<file path="config.mk">
export PLATFORM = sky130hd
export DESIGN_NAME = htc_top
export DESIGN_NICKNAME = d
export VERILOG_FILES = /design/src/htc_pkg.sv /design/src/htc_sync.sv /design/src/htc_clk_mux.sv /design/src/htc_top.sv
export SDC_FILE = /design/constraint.sdc
export NUM_CORES = 1
export LEC_CHECK = 0
export ABC_CLOCK_PERIOD_IN_PS = 7600
export BUFFER_PORTS_ARGS = -buffer_cell sky130_fd_sc_hd__buf_2
export CORE_MARGIN = 8
export CORE_UTILIZATION = 38
export DETAILED_ROUTE_END_ITERATION = 8
export HOLD_SLACK_MARGIN = 0.12
export PLACE_DENSITY = 0.58
export SLEW_MARGIN = 25
export SYNTH_ARGS = -nofsm -noshare
export SYNTH_HDL_FRONTEND = slang
export SYNTH_SLANG_ARGS = --single-unit
export TNS_END_PERCENT = 20
</file>
<file path="constraint.sdc">
create_clock -name clk -period 7.6 [get_ports clk]
set_input_delay 1.52 -clock clk [delete_from_list [all_inputs] [get_ports clk]]
set_output_delay 1.52 -clock clk [all_outputs]
set_load 0.01 [all_outputs]
</file>
<file path="src/htc_pkg.sv">
// Contract
// - hardware mode hands control to strap pins
// - transmit PLL always fed from external clock
// - selects 00 pick external transmit clock
// - selects 01 pick transmit PLL clock
// - selects 10 pick prescaled master clock
// - selects 11 pick recovered receive clock
// - PLL output pin mirrors selected transmit clock
// - termination set from selected operating modes
// - transmit termination disable strap: 0 on, 1 off
// - receive termination disable strap: 0 on, 1 off
// - E1 impedance strap: 0 75 ohm, 1 120 ohm
// - one impedance strap serves both directions
package htc_pkg;
    // ==========================================================
    // register map (byte addresses, one aligned word each)
    localparam int ADDR_W = 4;
    localparam logic [ADDR_W-1:0] OFS_CTRL = 4'h0; // software control
    localparam logic [ADDR_W-1:0] OFS_PRESC = 4'h4; // master clock prescaler
    localparam logic [ADDR_W-1:0] OFS_STATUS = 4'h8; // read-only state
    // ==========================================================
    // control word fields
    localparam int CTRL_SEL_LO = 0;
    localparam int CTRL_SEL_HI = 1;
    localparam int CTRL_TTD = 2;
    localparam int CTRL_RTD = 3;
    localparam int CTRL_E1IMP = 4;
    localparam int CTRL_TMODE = 8; // 4-bit field base
    localparam int CTRL_RMODE = 12; // 4-bit field base
    localparam logic [31:0] CTRL_RESET = 32'h0000000C; // terminations off
    localparam logic [15:0] PRESC_RESET = 16'h0001; // half period in mclk edges
    // ==========================================================
    // status word fields
    localparam int STAT_HW = 0;
    localparam int STAT_SEL = 1; // 2-bit active select
    localparam int STAT_SWITCH = 3;
    localparam int STAT_TTERM = 4; // 3-bit
    localparam int STAT_RTERM = 8; // 3-bit
    // ==========================================================
    // strap and mode codes
    localparam logic [1:0] HW_MODE_CODE = 2'h3; // host port selects for hw mode
    localparam logic [1:0] SEL_EXT = 2'h0;
    localparam logic [1:0] SEL_PLL = 2'h1;
    localparam logic [1:0] SEL_MCLK = 2'h2;
    localparam logic [1:0] SEL_RCLK = 2'h3;
    localparam logic [3:0] MODE_J1_FIRST = 4'h2;
    localparam logic [3:0] MODE_E1_FIRST = 4'h4;
    localparam logic [3:0] MODE_E1_LAST = 4'h8;
    localparam logic [1:0] RESP_OKAY = 2'h0;
    localparam logic [1:0] RESP_SLVERR = 2'h2;
    // ==========================================================
    // termination values
    typedef enum logic [2:0] {TERM_OFF, TERM_75, TERM_100, TERM_110, TERM_120} htc_term_e;

    // termination from mode, disable and impedance select
    function automatic htc_term_e htc_term(input logic [3:0] mode, input logic dis, input logic imp);
        htc_term_e t;
        t = TERM_OFF;
        if (dis) begin // disabled at 1
            t = TERM_OFF;
        end else if (mode < MODE_J1_FIRST) begin // T1
            t = TERM_100;
        end else if (mode < MODE_E1_FIRST) begin // J1
            t = TERM_110;
        end else if (mode <= MODE_E1_LAST) begin // E1 family
            t = imp ? TERM_120 : TERM_75;
        end
        return t;
    endfunction : htc_term
endpackage : htc_pkg

</file>
<file path="src/htc_sync.sv">
`timescale 1ns/10ps
// two-flop synchroniser, one per bit
module htc_sync #(
    parameter int W = 1
) (
    input wire logic clk, // system clock
    input wire logic rst, // synchronous reset
    input wire logic ce, // clock enable
    input wire logic [W-1:0] d, // asynchronous levels
    output logic [W-1:0] q // synchronised levels
);
    // ==========================================================
    // per-bit flop pairs; first stage feeds only the second
    genvar i;
    generate
        for (i = 0; i < W; i++) begin : g_bit
            logic meta; // first stage
            always_ff @(posedge clk) begin
                if (rst) begin
                    meta <= 1'b0;
                    q[i] <= 1'b0;
                end else if (ce) begin
                    meta <= d[i];
                    q[i] <= meta;
                end
            end
        end
    endgenerate
endmodule : htc_sync

</file>
<file path="src/htc_clk_mux.sv">
`timescale 1ns/10ps
// glitch-free four-way clock selector on sampled clock levels
module htc_clk_mux (
    input wire logic clk, // system clock
    input wire logic rst, // synchronous reset
    input wire logic ce, // clock enable
    input wire logic [1:0] req_sel, // requested source
    input wire logic [3:0] src, // synchronised source levels
    output logic clk_out, // selected clock, registered
    output logic [1:0] cur_sel, // source now driving
    output logic switching // parked low between sources
);
    typedef enum logic {RUN, HOLD} htc_mux_e;
    htc_mux_e state; // switch state

    // ==========================================================
    // leave the old source only on its low phase, join the new one only on its low phase,
    // so no shortened high pulse reaches the transmitter
    always_ff @(posedge clk) begin
        if (rst) begin
            state <= RUN;
            cur_sel <= 2'h0;
            clk_out <= 1'b0;
        end else if (ce) begin
            case (state)
                RUN: begin
                    clk_out <= src[cur_sel];
                    if (req_sel != cur_sel && !src[cur_sel]) begin
                        state <= HOLD;
                        clk_out <= 1'b0;
                    end
                end
                HOLD: begin
                    clk_out <= 1'b0;
                    if (!src[req_sel]) begin
                        cur_sel <= req_sel;
                        state <= RUN;
                    end
                end
                default: begin
                    state <= RUN;
                end
            endcase
        end
    end

    assign switching = (state == HOLD);
endmodule : htc_clk_mux

</file>
<file path="src/htc_top.sv">
`timescale 1ns/10ps
// hardware-mode transmit clock and termination control with AXI4-Lite access
module htc_top (
    input wire logic clk, // 10 MHz system clock
    input wire logic rst, // synchronous reset, high
    input wire logic ce, // clock enable, freezes state when low
    // straps
    input wire logic host_port_sel_lo, // host port select strap 0
    input wire logic host_port_sel_hi, // host port select strap 1
    input wire logic tx_clk_src_sel_lo, // transmit clock select strap 0
    input wire logic tx_clk_src_sel_hi, // transmit clock select strap 1
    input wire logic tx_term_disable, // transmit termination disable strap
    input wire logic rx_term_disable, // receive termination disable strap
    input wire logic e1_impedance_select, // 0 75 ohm, 1 120 ohm
    input wire logic [3:0] tx_mode_straps, // transmit mode select
    input wire logic [3:0] rx_mode_straps, // receive mode select
    // clock sources, sampled as levels
    input wire logic ext_tx_clock_in, // external transmit clock pin
    input wire logic tx_pll_clk_in, // transmit PLL output clock
    input wire logic mclk_in, // master clock
    input wire logic rx_rec_clk_in, // recovered receive clock
    // transmit path and terminations
    output logic tx_pll_ref, // transmit PLL reference
    output logic tx_clock, // selected transmit clock
    output logic pll_clk_out, // PLL clock output pin
    output htc_pkg::htc_term_e tx_term, // transmit termination
    output htc_pkg::htc_term_e rx_term, // receive termination
    // AXI4-Lite slave
    input wire logic [htc_pkg::ADDR_W-1:0] s_axi_awaddr, // write address
    input wire logic s_axi_awvalid, // write address valid
    output logic s_axi_awready, // write address ready
    input wire logic [31:0] s_axi_wdata, // write data
    input wire logic [3:0] s_axi_wstrb, // byte enables
    input wire logic s_axi_wvalid, // write data valid
    output logic s_axi_wready, // write data ready
    output logic [1:0] s_axi_bresp, // write response
    output logic s_axi_bvalid, // write response valid
    input wire logic s_axi_bready, // write response ready
    input wire logic [htc_pkg::ADDR_W-1:0] s_axi_araddr, // read address
    input wire logic s_axi_arvalid, // read address valid
    output logic s_axi_arready, // read address ready
    output logic [31:0] s_axi_rdata, // read data
    output logic [1:0] s_axi_rresp, // read response
    output logic s_axi_rvalid, // read data valid
    input wire logic s_axi_rready // read data ready
);
    // ==========================================================
    // declarations
    logic [31:0] ctrl; // software control word
    logic [15:0] presc; // master clock half-period in sampled edges
    logic [15:0] div_cnt; // prescaler counter
    logic mclk_div; // prescaled master clock
    logic mclk_last; // previous sampled master clock
    logic [14:0] straps_s; // synchronised straps
    logic [3:0] src_s; // synchronised clock levels
    logic hw_mode; // hardware controller mode
    logic [1:0] eff_sel; // effective clock select
    logic eff_ttd; // effective transmit termination disable
    logic eff_rtd; // effective receive termination disable
    logic eff_imp; // effective E1 impedance select
    logic [3:0] eff_tmode; // effective transmit mode
    logic [3:0] eff_rmode; // effective receive mode
    logic [1:0] cur_sel; // mux source in use
    logic switching; // mux parked between sources
    logic [3:0] src_vec; // mux inputs
    logic aw_held; // write address captured
    logic w_held; // write data captured
    logic [htc_pkg::ADDR_W-1:0] aw_addr; // captured write address
    logic [31:0] w_data; // captured write data
    logic [3:0] w_strb; // captured byte enables
    logic [31:0] status; // status word
    logic [31:0] next_ctrl; // control after byte merge
    logic [31:0] next_presc; // prescaler after byte merge

    // ==========================================================
    // synchronisers: straps and clock levels come from outside
    htc_sync #(.W(15)) u_strap_sync (
        .clk(clk),
        .rst(rst),
        .ce(ce),
        .d({host_port_sel_hi, host_port_sel_lo, tx_clk_src_sel_hi, tx_clk_src_sel_lo, tx_term_disable,
            rx_term_disable, e1_impedance_select, tx_mode_straps, rx_mode_straps}),
        .q(straps_s)
    );

    htc_sync #(.W(4)) u_clk_sync (
        .clk(clk),
        .rst(rst),
        .ce(ce),
        .d({rx_rec_clk_in, mclk_in, tx_pll_clk_in, ext_tx_clock_in}),
        .q(src_s)
    );

    // ==========================================================
    // mode and effective settings: straps in hardware mode, software otherwise
    assign hw_mode = (straps_s[14:13] == htc_pkg::HW_MODE_CODE);
    assign eff_sel = hw_mode ? straps_s[12:11] :
        {ctrl[htc_pkg::CTRL_SEL_HI], ctrl[htc_pkg::CTRL_SEL_LO]};
    assign eff_ttd = hw_mode ? straps_s[10] : ctrl[htc_pkg::CTRL_TTD];
    assign eff_rtd = hw_mode ? straps_s[9] : ctrl[htc_pkg::CTRL_RTD];
    assign eff_imp = hw_mode ? straps_s[8] : ctrl[htc_pkg::CTRL_E1IMP];
    assign eff_tmode = hw_mode ? straps_s[7:4] : ctrl[htc_pkg::CTRL_TMODE +: 4];
    assign eff_rmode = hw_mode ? straps_s[3:0] : ctrl[htc_pkg::CTRL_RMODE +: 4];

    // ==========================================================
    // master clock prescaler: counts sampled rising edges;
    // limited to master clocks well below half the system clock
    always_ff @(posedge clk) begin
        if (rst) begin
            mclk_last <= 1'b0;
            div_cnt <= 16'h0000;
            mclk_div <= 1'b0;
        end else if (ce) begin
            mclk_last <= src_s[2];
            if (src_s[2] && !mclk_last) begin
                if (div_cnt + 16'h0001 >= presc) begin
                    div_cnt <= 16'h0000;
                    mclk_div <= !mclk_div;
                end else begin
                    div_cnt <= div_cnt + 16'h0001;
                end
            end
        end
    end

    // ==========================================================
    // transmit clock selection
    assign src_vec = {src_s[3], mclk_div, src_s[1], src_s[0]};

    htc_clk_mux u_mux (
        .clk(clk),
        .rst(rst),
        .ce(ce),
        .req_sel(eff_sel),
        .src(src_vec),
        .clk_out(tx_clock),
        .cur_sel(cur_sel),
        .switching(switching)
    );

    // PLL output pin follows the selected transmit clock
    assign pll_clk_out = tx_clock;

    // PLL reference: always the external transmit clock pin, no alternative
    always_ff @(posedge clk) begin
        if (rst) begin
            tx_pll_ref <= 1'b0;
        end else if (ce) begin
            tx_pll_ref <= src_s[0];
        end
    end

    // ==========================================================
    // termination decode; one impedance select feeds both paths
    // registered so the termination switches see one clean change per strap update
    always_ff @(posedge clk) begin
        if (rst) begin
            tx_term <= htc_pkg::TERM_OFF;
            rx_term <= htc_pkg::TERM_OFF;
        end else if (ce) begin
            tx_term <= htc_pkg::htc_term(eff_tmode, eff_ttd, eff_imp);
            rx_term <= htc_pkg::htc_term(eff_rmode, eff_rtd, eff_imp);
        end
    end

    // ==========================================================
    // AXI4-Lite write: address and data taken in either order
    assign s_axi_awready = !aw_held && !s_axi_bvalid;
    assign s_axi_wready = !w_held && !s_axi_bvalid;

    always_ff @(posedge clk) begin
        if (rst) begin
            aw_held <= 1'b0;
            w_held <= 1'b0;
            aw_addr <= 4'h0;
            w_data <= 32'h00000000;
            w_strb <= 4'h0;
            s_axi_bvalid <= 1'b0;
            s_axi_bresp <= htc_pkg::RESP_OKAY;
        end else if (ce) begin
            if (s_axi_awvalid && s_axi_awready) begin
                aw_held <= 1'b1;
                aw_addr <= s_axi_awaddr;
            end
            if (s_axi_wvalid && s_axi_wready) begin
                w_held <= 1'b1;
                w_data <= s_axi_wdata;
                w_strb <= s_axi_wstrb;
            end
            if (aw_held && w_held) begin
                aw_held <= 1'b0;
                w_held <= 1'b0;
                s_axi_bvalid <= 1'b1;
                // unmapped and read-only addresses answer with an error
                s_axi_bresp <= (aw_addr[htc_pkg::ADDR_W-1:2] == htc_pkg::OFS_CTRL[htc_pkg::ADDR_W-1:2] ||
                    aw_addr[htc_pkg::ADDR_W-1:2] == htc_pkg::OFS_PRESC[htc_pkg::ADDR_W-1:2]) ?
                    htc_pkg::RESP_OKAY : htc_pkg::RESP_SLVERR;
            end else if (s_axi_bvalid && s_axi_bready) begin
                s_axi_bvalid <= 1'b0;
            end
        end
    end

    // byte-lane merge for the writable words
    always_comb begin
        next_ctrl = ctrl;
        next_presc = {16'h0000, presc};
        for (int b = 0; b < 4; b++) begin
            if (w_strb[b]) begin
                next_ctrl[b*8 +: 8] = w_data[b*8 +: 8];
                next_presc[b*8 +: 8] = w_data[b*8 +: 8];
            end
        end
    end

    // register store
    always_ff @(posedge clk) begin
        if (rst) begin
            ctrl <= htc_pkg::CTRL_RESET;
            presc <= htc_pkg::PRESC_RESET;
        end else if (ce && aw_held && w_held) begin
            if (aw_addr[htc_pkg::ADDR_W-1:2] == htc_pkg::OFS_CTRL[htc_pkg::ADDR_W-1:2]) begin
                ctrl <= next_ctrl;
            end
            if (aw_addr[htc_pkg::ADDR_W-1:2] == htc_pkg::OFS_PRESC[htc_pkg::ADDR_W-1:2]) begin
                presc <= next_presc[15:0];
            end
        end
    end

    // ==========================================================
    // AXI4-Lite read: one cycle to data
    always_comb begin
        status = 32'h00000000;
        status[htc_pkg::STAT_HW] = hw_mode;
        status[htc_pkg::STAT_SEL +: 2] = cur_sel;
        status[htc_pkg::STAT_SWITCH] = switching;
        status[htc_pkg::STAT_TTERM +: 3] = 3'(tx_term);
        status[htc_pkg::STAT_RTERM +: 3] = 3'(rx_term);
    end

    // no wait states: data stand one edge after the address is taken
    assign s_axi_arready = !s_axi_rvalid;

    always_ff @(posedge clk) begin
        if (rst) begin
            s_axi_rvalid <= 1'b0;
            s_axi_rdata <= 32'h00000000;
            s_axi_rresp <= htc_pkg::RESP_OKAY;
        end else if (ce) begin
            if (s_axi_arvalid && s_axi_arready) begin
                s_axi_rvalid <= 1'b1;
                s_axi_rresp <= htc_pkg::RESP_OKAY;
                case (s_axi_araddr[htc_pkg::ADDR_W-1:2])
                    htc_pkg::OFS_CTRL[htc_pkg::ADDR_W-1:2]: begin
                        s_axi_rdata <= ctrl;
                    end
                    htc_pkg::OFS_PRESC[htc_pkg::ADDR_W-1:2]: begin
                        s_axi_rdata <= {16'h0000, presc};
                    end
                    htc_pkg::OFS_STATUS[htc_pkg::ADDR_W-1:2]: begin
                        s_axi_rdata <= status;
                    end
                    default: begin // unmapped: zero data, error
                        s_axi_rdata <= 32'h00000000;
                        s_axi_rresp <= htc_pkg::RESP_SLVERR;
                    end
                endcase
            end else if (s_axi_rvalid && s_axi_rready) begin
                s_axi_rvalid <= 1'b0;
            end
        end
    end
endmodule : htc_top

</file>
* Yosys cells after proc, flatten, opt, wreduce, memory -nomap -nowiden
Index checks and enable logic that the tools add are counted.
** Storage, ports and cells
- Bits in registers :: 195
- Input port bits :: 71
- Output and inout bits :: 50
- Word-level logic and storage cells :: 160
** Operators by class
- Add/sub/neg operators :: 1
- $lt $le $gt $ge :: 9
- Equal/unequal tests :: 5
- Multiplexer cells :: 36
- Bitwise gates (word level) :: 2
- Reduce and logical (&&, ||, !) cells :: 44
** Operators by type and width (count)
- case mux 32 bit (3 select lines) :: 1
- 2-to-1 mux 3 bit :: 9
- AND reduction 3 bit :: 8
- AND reduction 2 bit :: 9
- adder 16 x 1 -> 16 bit, second input constant :: 1
- greater-or-equal comparator 16 bit :: 1
- 2-to-1 mux 1 bit :: 16
- 2-to-1 mux 16 bit :: 1
- logical AND 1 bit :: 12
- <= comparator 4 bit, second input constant :: 2
- less-than comparator 4 x 2 -> 1 bit, second input constant :: 2
- less-than comparator 4 x 3 -> 1 bit, second input constant :: 2
- 2-to-1 mux 4 bit :: 2
- nonzero test 2 bit :: 4
- logical NOT 1 bit :: 7
- less-than comparator 2 x 3 -> 1 bit, second input constant :: 2
- 2-to-1 mux 2 bit :: 3
- binary-select mux 1 bit (select 2 bit) :: 2
- == test 2 x 1 -> 1 bit, second input constant :: 2
- == test 2 bit, second input constant :: 2
- logical NOT 2 bit :: 2
- case mux 1 bit (2 select lines) :: 2
- OR reduction 3 bit :: 1
- inequality test 2 bit :: 1
- other kinds (2) :: 3

* Depth between registers and ports, before layout
Gate-level depths: netlist (run 1).
- Depth after elaboration :: 7
- Depth in mapped cells :: 14

* Modules after synthesis
A second synthesis (run 1) with hierarchy kept.
** Unflattened totals
- Cells, all modules :: 922
- Area total of the unflattened synthesis :: 8174.1 µm²
** By module, submodules not included
- htc_top :: times used 1, cells each 774, area an instance 6533.8 µm²
- htc_sync (u_strap_sync) :: times used 1, cells each 97, area an instance 1096.1 µm²
- htc_sync (u_clk_sync) :: times used 1, cells each 26, area an instance 285.3 µm²
- htc_clk_mux :: times used 1, cells each 25, area an instance 259.0 µm²

* Worst setup path after synthesis (run 1)
OpenSTA, ideal clock, no wires.
- Path type :: register to register
- From :: register div_cnt[0]
- To :: register mclk_div
- Library setup time :: 0.121 ns
- Data arrival time :: 3.163 ns
- Data required time :: 7.479 ns
- Setup slack :: 4.316 ns
- Cell stages (with the launch flop) :: 14
- Clock period less this slack :: 3.284 ns
- Path through :: dfxtp_1 -> ha_1 -> and3_1 -> clkbuf_1 -> and4_1 -> nand3_1 -> nor2_1 -> xor2_1 -> ha_1 -> nand4_2 -> nor3_2 -> or4b_4 -> a31oi_4 -> mux2_4
** Between the ends
- Word-level cells in the longest chain between the ends :: 3
** RTL lines
- start: declaration :: RTL line htc_top.sv:51 : logic [15:0] div_cnt;
- start signal: assignment :: RTL line htc_top.sv:120 : div_cnt <= div_cnt + 16'h0001;
- adder 16 x 1 -> 16 bit :: RTL line htc_top.sv:116 : if (div_cnt + 16'h0001 >= presc) begin
- greater-or-equal comparator 16 bit :: RTL line htc_top.sv:116
- AND reduction 3 bit (no source line)
- end signal: assignment :: RTL line htc_top.sv:118 : mclk_div <= !mclk_div;
- end: declaration :: RTL line htc_top.sv:52 : logic mclk_div;
Every way passes these cells.
A chain may end at the register's enable or synchronous reset.

* Worst setup path in the final report (run 1)
Ends and elaborated chain as after synthesis.

==> impl_results.md, run 1 <==
- Place WS: between 3000 and 4000 ps
- RSZ-0062 raised after global routing: no
- Initial antenna violation count: 0
- Layout cells sized above 1: between 10% and 20%
- Critical path class: flip-flop to flip-flop
- Final Cycle Share: 50.4%
- Setup Skew: around 16 ps
- Detailed Route WL: between 20 and 25 mm
- Achievable Freq: 261 MHz
- Hold WC Path Type: flip-flop to flip-flop
- DRT iter0 DRCs: between 300 and 400
- Mapped cell area: roughly 8200 um^2
- Die height: 163 um
- Seq/Total Area, Yosys: 46.7%
- WL per Instance: 15.9 um
- Stages on the worst setup path: 12
- Chip width: 163 um
- H-tree Lvls: 4
- Crit end category: flip-flop
- Most used cell, CP: ha_1
- DIE AREA: roughly 27000 um^2
- PwrDens: 215 nW/um^2
- Arrival @ worst endpoint: a little over 4000 ps
- I/O Pins: approximately 120
- Final HPWL DP: ~14 mm
- Largest net degree at the start of global routing: between 100 and 150
- Actual slew at the worst max-slew pin: around 1000 ps
- Placed Area: around 9000 um^2
- Synthesis warning total: 0
- Post-synth top area share: ~47%
- Drt via density: 4.97
- Commonest cells after routing, fill and taps aside: dfxtp_1 (191), nor2_1 (141), nand2_1 (122), mux2i_1 (115), buf_2 (113)
- CTS tree: yes
- Number of flops mapped to enable cells by yosys: 0
- First-pass GRT wire length: between 30 and 40 mm
- CTS-repair resized insts: 0
- # nets final: 1086
- GRT Total Usage: 15.6%
- Worst R2R Path Depth: 12
- Commonest non-fill, non-tap cell in the layout: dfxtp_1
- WP buf/inv: 0
- Synth Register Bits: 191
- IO Port Bufs: 114
- Global placer's final weighted congestion: 0.792
- Setup repair bufs after CTS: 0
- Max transition margin: between 30% and 40%
- VDD IR-drop max: approximately 150 uV
- CP Launch Type: flip-flop
- Final TNS setup: 0 ps
- Main synth FF type: dfxtp_1
- Starting Density: roughly 39%
- Area growth from synthesis to layout: 15.5%
- Ys async rst share: 0%
- Clock root cell: clkbuf_16
- CTS Hold Buffers Added: 0
- Crit path largest cell delay: roughly 520 ps
- Worst Hold Depth: 2
- Synth Instances: 921
- 1st-pass router iterations: 5
- Main area contributors after synthesis: dfxtp_1 (47%), mux2i_1 (14%), nor2_1 (6.5%)
- Site Rows: 53
- # DRC: 0
- Final Hold Vio Count: 0
- Max Cap Viol: 0
- Post-route cell area: between 9000 and 10000 um^2
- Vias: about 6400
- Count of different cell masters after synthesis: 52
- CP delay by family, top: simple AND/OR/NAND/NOR gates
- Final ANT Viol Nets: 0
- Pwr Total: 2.04 mW
- Num CTS Buffers: 17
- Vias in the first global route: roughly 6300
- Overflow after GRT: 0
- Final worst path period need: approximately 3800 ps
- Status: finished clean
- Leak: approximately 4 nW
- Worst path slowest cell: or4b_4
- Clock transition at the registers of the reported paths: roughly 70 ps
- Final setup fails: 0
- Critical path, cell by cell: ha_1, and3_1, and4_1, nand3_1, nor2_1, xor2_1, ha_1, nand4_2, nor3_2, or4b_4, a31oi_4, mux2_4
- Worst skew pair latency: around 440 ps
- Number of diodes: 0
- Final setup margin: 3770 ps
- Clk buf depth: 2
- Core area: roughly 21000 um^2
- Largest area contributor in the netlist: dfxtp_1
- CP required: approximately 8000 ps
- Clk sinks: between 150 and 200
- Final Max Slew Viols: 0
- Syn avg cell area: ~9 um^2
- Crit path max fanout: 16
final timing paths:
kind	start	slack [ps]	end
max	div_cnt[0]	3770	mclk_div
max reg2reg	div_cnt[0]	3770	mclk_div
min	s_axi_rdata[29]	450	s_axi_rdata[29]
min reg2reg	s_axi_rdata[29]	450	s_axi_rdata[29]
per-stage QoR:
step,std cells,util [%],hold slack [ps]
after detailed placement,1254,42.2,441
after global placement,1254,42.2,436
after floorplan,922,-,432
after global routing,1286,44.9,466
after CTS,1286,44.9,451
final,1286,44.9,448
power by group:
part	switching [mW]	internal [mW]
registers	0.0174	1.02
clock network	0.434	0.436
logic	0.0775	0.0459
metal layers:
layer / global-route usage (%) / share of wire (%) / vias up
met3: 3.74 / 4.0 / 13
met2: 24.6 / 45 / 110
met4: 4.21 / 0.87 / 0
met5: 0 / 0 / -
li1: - / - / 3282
met1: 20.8 / 50 / 2984
final cells by class:
| type | count | area [um^2] |
|---|---|---|
| fillers | 2132 | 11600 |
| multi-input cells | 647 | 4020 |
| flip-flops and latches | 191 | 3820 |
| repair buffers | 120 | 622 |
| clock buffers | 17 | 425 |
| well taps | 275 | 344 |
| clock inverters | 15 | 144 |
| inverters | 21 | 78.8 |
sequential cells by signal, summed over array words and instances (netlist names), 3 cells and up:
register and count:
rx_term 3, u_clk_sync.g_bit.meta 4, u_strap_sync.g_bit.meta 15, tx_term 3
w_strb 4, w_data 32, presc 16, ctrl 32
u_strap_sync.q 15, s_axi_rdata 32, div_cnt 16, u_clk_sync.q 4
worst register-to-register path: stages, from the launching register on:
cell     delay (ps)
dfxtp_1         440
ha_1            250
and3_1          270
and4_1          330
nand3_1         140
nor2_1          160
xor2_1           90
ha_1            310
nand4_2         110
nor3_2          240
or4b_4          520
a31oi_4         500
mux2_4          340
cell usage after synthesis, types with 6 or more instances:
cell type and instances:
xnor2_1 17, mux2i_1 115, inv_1 20, buf_2 14, clkbuf_1 40, nand4_1 6
ha_1 17, a211oi_1 12, xor2_1 13, nor3_1 36, dfxtp_1 191, nand3_1 27
and3_1 11, nand2_1 122, a21oi_1 77, nor2_1 141
logic make-up (layout without fill, tap and decap cells):
logic type,Yosys count,in the layout,share of synthesized area (%)
and+or+nand+nor,365,365,19.6
DFF,191,191,46.7
muxes,119,119,14.9
AOI/OAI and AO/OA,114,114,8.63
buffers and inverters,84,173,4.31
xor gates and xnor gates,30,30,3.21
adders and majority gates,17,17,2.60
other,1,2,0.0458
No activity file was read; power rests on OpenSTA's default activity.
==> inputs of run 2 (changes only) <==
- ABC_CLOCK_PERIOD_IN_PS: 7600 -> 3800
- clock period: 7.6 -> 3.8 ns (I/O delays scaled with it)
==> impl_results.md, run 2 (synthesis gave the netlist of run 1 again) <==
- Status: finished clean
- Final worst path period need: approximately 3500 ps
- Clk buf depth: 2
- WP buf/inv: 1
- Clock root cell: clkbuf_16
- Placed Area: a little under 9000 um^2
- Final Max Slew Viols: 0
- Leak: roughly 4.0 nW
- Crit path max fanout: 15
- Core area: approximately 21000 um^2
- Arrival @ worst endpoint: 3750 ps
- Biggest regs: ctrl x32, s_axi_rdata x32, w_data x32
- Final Cycle Share: 91.4%
- # nets final: between 1000 and 1500
- Final TNS setup: 0 ps
- Achievable Freq: between 200 and 300 MHz
- Hold WC Path Type: flip-flop to flip-flop
- VDD IR-drop max: between 300 and 400 uV
- Vias in the first global route: about 6300
- Commonest non-fill, non-tap cell in the layout: dfxtp_1
- WL per Instance: approximately 16 um
- Final HPWL DP: 14.7 mm
- IO Port Bufs: 114
- Crit path largest cell delay: ~500 ps
- Critical path class: flip-flop to flip-flop
- Site Rows: between 50 and 60
- PwrDens: 426 nW/um^2
- Setup repair bufs after CTS: 0
- Max Cap Viol: 0
- I/O Pins: between 100 and 150
- Largest net degree at the start of global routing: 98
- Most used cell, CP: ha_1
- Final setup fails: 0
- RSZ-0062 raised after global routing: no
- Post-placement cell count: approximately 1300
- CP Launch Type: flip-flop
- Crit end category: flip-flop
- Commonest cells after routing, fill and taps aside: dfxtp_1 (191), nor2_1 (141), nand2_1 (122), mux2i_1 (115), buf_2 (113)
- Detailed Route WL: 20.7 mm
- Global placer's final weighted congestion: 0.816
- Chip width: roughly 160 um
- GRT Total Usage: 15.5%
- Area growth from synthesis to layout: 15.9%
- Num CTS Buffers: 17
- Worst skew pair latency: roughly 430 ps
- CP required: between 4000 and 5000 ps
- # DRC: 0
- CP delay by family, top: simple AND/OR/NAND/NOR gates
- Worst path slowest cell: or4b_4
- Final setup margin: 328 ps
- H-tree Lvls: 4
- Final Hold Vio Count: 0
- Initial antenna violation count: 0
- Number of diodes: 0
- Final ANT Viol Nets: 0
- Actual slew at the worst max-slew pin: around 730 ps
- Vias: 6423
- Post-route cell area: 9490 um^2
- CTS tree: yes
- Layout cells sized above 1: ~17%
- CTS-repair resized insts: 0
- 1st-pass router iterations: 4
- Starting Density: between 30% and 40%
- Clk sinks: 191
- CTS Hold Buffers Added: 0
- Setup Skew: ~11 ps
- Post-Layout Cell Count: approximately 1300
- DIE AREA: 26500 um^2
- Place WS: between 300 and 400 ps
- Drt via density: 4.98
- Overflow after GRT: 0
- First-pass GRT wire length: 33.3 mm
- Die height: 163 um
- Max transition margin: approximately half
- Clock transition at the registers of the reported paths: ~70 ps
- DRT iter0 DRCs: roughly 380
- Critical path, cell by cell: ha_1, and3_1, and4_1, nand3_1, nor2_1, xor2_1, ha_1, nand4_2, nor3_2, or4b_4, a31oi_4, buf_4, nor3_1
[run 2: power by group]
group	switching, mW	internal [mW]
combinational	0.157	0.0955
sequential	0.0348	2.05
clock	0.832	0.878
total	1.02	3.02
[run 2: final timing paths]
check | start | end | slack [ps] | cells after the start
worst max-delay path | div_cnt[0] | div_cnt[9] | 330 | 13
worst min-delay path | s_axi_rdata[28] | s_axi_rdata[28] | 450 | 2
worst max register to register | div_cnt[0] | div_cnt[9] | 330 | 13
worst min register to register | s_axi_rdata[28] | s_axi_rdata[28] | 450 | 2
[run 2: cell type report]
class                   count  area, um^2
well taps                 275         344
inverters                  21        78.8
clock inverters            14         121
flip-flops and latches    191        3820
fillers                  2152       11600
clock buffers              18         439
repair buffers            124         664
multi-input cells         647        4020
[run 2: per-layer routing]
| metal | vias up | track usage [%] | routed length (um) |
|---|---|---|---|
| li1 | 3293 | - | - |
| met1 | 3003 | 20.3 | 10100 |
| met2 | 119 | 25.1 | 9690 |
| met3 | 8 | 3.77 | 862 |
| met4 | 0 | 4.42 | 114 |
| met5 | - | 0 | 0 |
[run 2: worst reg2reg max path, delay by kind of cell (launching register included)]
kind	cells	cell delay, ps
fa+ha+maj	2	570
buf+inv	1	240
simple gates	8	1790
flops	1	450
compound gates	1	190
xor+xnor	1	80
[run 2: through the flow]
| step | hold WS (ps) | power (mW) | utilization, % |
|---|---|---|---|
| after global routing | 464 | 4.19 | 45.0 |
| after floorplan | 432 | 2.28 | - |
| final | 449 | 4.05 | 45.0 |
| after CTS | 453 | 4.09 | 45.0 |
| after global placement | 436 | 2.38 | 42.4 |
| after detailed placement | 441 | 2.39 | 42.4 |
==> inputs of run 3 (changes only) <==
- SYNTH_HIERARCHICAL: not set -> 1
==> impl_results.md, run 3 <==
- Overflow after GRT: 0
- Crit path largest cell delay: just under 500 ps
- Vias in the first global route: roughly 6200
- Vias: approximately 6400
- Largest area contributor in the netlist: dfxtp_1
- Count leader, synth: dfxtp_1
- Status: finished clean
- CP required: 4120 ps
- Setup Skew: 9.87 ps
- Actual slew at the worst max-slew pin: around 730 ps
- Die height: approximately 160 um
- Setup repair bufs after CTS: 0
- Most instantiated cells after synthesis: dfxtp_1 (191), nor2_1 (150), nand2_1 (125)
- DIE AREA: 26500 um^2
- Number of flops mapped to enable cells by yosys: 0
- Area growth from synthesis to layout: 16.1%
- Clock transition at the registers of the reported paths: 70 ps
- Worst hold slack: approximately 450 ps
- Worst skew pair latency: approximately 430 ps
- Seq/Total Area, Yosys: 46.8%
- Initial antenna violation count: 0
- Clk sinks: 191
- Synth Instances: approximately 920
- Max transition margin: 51.1%
- CP Capture Point: div_cnt[2]
- Crit end category: flip-flop
- Starting Density: 38.8%
- Layout cells sized above 1: 16.8%
- WL per Instance: around 16 um
- Final setup fails: 0
- Achievable Freq: just over 300 MHz
- Final Hold Vio Count: 0
- GRT Total Usage: 15.3%
- RR Endpoint: div_cnt[2]
- Number of diodes: 0
- I/O Pins: between 100 and 150
- RSZ-0062 raised after global routing: no
- 1st-pass router iterations: 4
- Hold WC Path Type: flip-flop to flip-flop
- Global placer's final weighted congestion: approximately 0.74
- Critical path class: flip-flop to flip-flop
- Core area: 21100 um^2
- IO Port Bufs: about 110
- Worst R2R Setup Slack: ~520 ps
- Final HPWL DP: 14.1 mm
- Critical path, cell by cell: ha_1, and3_1, and4_1, nand3_2, nor2_1, xor2_1, ha_1, nand4_2, nor3_2, or4b_1, nand4_2, a21o_4, nor2_1
- Main area contributors after synthesis: dfxtp_1 (47%), mux2i_1 (14%), nor2_1 (6.9%)
- First-pass GRT wire length: approximately 33 mm
- Final TNS setup: 0 ps
- CTS Hold Buffers Added: 0
- Clk buf depth: 2
- Commonest cells after routing, fill and taps aside: dfxtp_1 (191), nor2_1 (150), nand2_1 (125), buf_2 (113), mux2i_1 (111)
- Largest net degree at the start of global routing: 82
- Arrival @ worst endpoint: roughly 3600 ps
- Mapped cell area: 8170 um^2
- Final Cycle Share: approximately 86%
- Synthesis warning total: 6
- Site Rows: 53
- Synth Register Bits: about 190
- Crit. Startpoint: div_cnt[0]
- Reg2reg start: div_cnt[0]
- Max Cap Viol: 0
- CP Launch Type: flip-flop
- Final worst path period need: about 3300 ps
- Crit path max fanout: 15
- Drt via density: around 5
- Chip width: between 150 and 200 um
- Commonest non-fill, non-tap cell in the layout: dfxtp_1
- Num CTS Buffers: 17
- Post-synth top area share: between 40% and 50%
- Worst R2R Path Depth: 13
- Post-Layout Cell Count: 1297
- H-tree Lvls: 4
- Detailed Route WL: a little over 20 mm
- VDD IR-drop max: around 300 uV
- Clock root cell: clkbuf_16
- Main synth FF type: dfxtp_1
- Ys async rst share: 0%
- Leak: 3.95 nW
- Post-placement cell count: 1265
- DRT iter0 DRCs: between 300 and 400
- # DRC: 0
- Final ANT Viol Nets: 0
- Worst path slowest cell: or4b_1
- PwrDens: approximately 440 nW/um^2
- Syn avg cell area: approximately 8.9 um^2
- CTS tree: yes
- CTS-repair resized insts: 0
- Count of different cell masters after synthesis: 50
- Biggest regs: ctrl x32, s_axi_rdata x32, w_data x32
- # nets final: roughly 1100
- Final Max Slew Viols: 0
==> run 3: changes by cell type after synthesis, sizes merged, moves of 5 or more <==
cell / change
nor3: -12
clkbuf: -9
nor2: +9
a21oi: +5
and3: -5
buf: +5
nand2b: +5
or3: +5
==> run 3: final cells by class <==
class,count,area (um^2)
multi-input combinational,649,3940
fill,2122,11600
clock buffer,18,439
sequential,191,3820
inverter,24,90.1
tap,275,344
timing repair buffer,126,676
clock inverter,14,179
==> run 3: per-layer routing <==
metal / global-route usage, % / up-vias / share of wire, %
met5: 0 / - / 0
met4: 4.50 / 0 / 1.1
met3: 3.87 / 16 / 6.2
met2: 23.8 / 154 / 45
met1: 20.6 / 2995 / 48
li1: - / 3260 / -
==> run 3: worst max-delay path: cells and delay by family (launching register included) <==
| family | cells | cell delay [ps] |
|---|---|---|
| adders and majority gates | 2 | 540 |
| and+or+nand+nor | 9 | 1920 |
| AOI/OAI and AO/OA | 1 | 240 |
| xor gates and xnor gates | 1 | 80 |
| DFF | 1 | 420 |
==> run 3: kinds of logic (layout without fill, tap and decap cells) <==
logic type	count (synthesis)	after routing	share of synthesized area, %
AOI/OAI and AO/OA	115	115	8.33
xor gates and xnor gates	29	29	3.11
adders and majority gates	17	17	2.60
buffers and inverters	83	182	5.10
DFF	191	191	46.8
muxes	113	113	14.1
other	1	2	0.0459
and+or+nand+nor	373	373	20.0
==> run 3: power by group <==
| part | switching (mW) | internal, mW | total (mW) |
|---|---|---|---|
| Combinational | 0.156 | 0.0958 | 0.252 |
| Clock | 0.831 | 1.01 | 1.85 |
| Sequential | 0.0340 | 2.05 | 2.08 |
==> run 3: worst min path at each step <==
| stage | startpoint | end | slack [ps] | depth (start not counted) |
|---|---|---|---|---|
| final | s_axi_rdata[20] | s_axi_rdata[20] | 450 | 2 |
| after global routing | w_data[30] | w_data[30] | 470 | 2 |
| after CTS | s_axi_rdata[27] | s_axi_rdata[27] | 450 | 2 |
| after detailed placement | s_axi_rdata[27] | s_axi_rdata[27] | 440 | 2 |
| after global placement | s_axi_rresp[1] | s_axi_rresp[1] | 440 | 2 |
| after floorplan | w_strb[2] | w_strb[2] | 430 | 2 |
==> run 3: stage by stage <==
stage | power [mW] | setup WS (ps) | util, % | area [um^2]
after floorplan | 2.29 | 816 | - | 8180
after global placement | 2.38 | 538 | 42.1 | 8870
after detailed placement | 2.38 | 489 | 42.1 | 8870
after CTS | 4.24 | 477 | 45.0 | 9490
after global routing | 4.35 | 220 | 45.0 | 9490
final | 4.18 | 515 | 45.0 | 9490
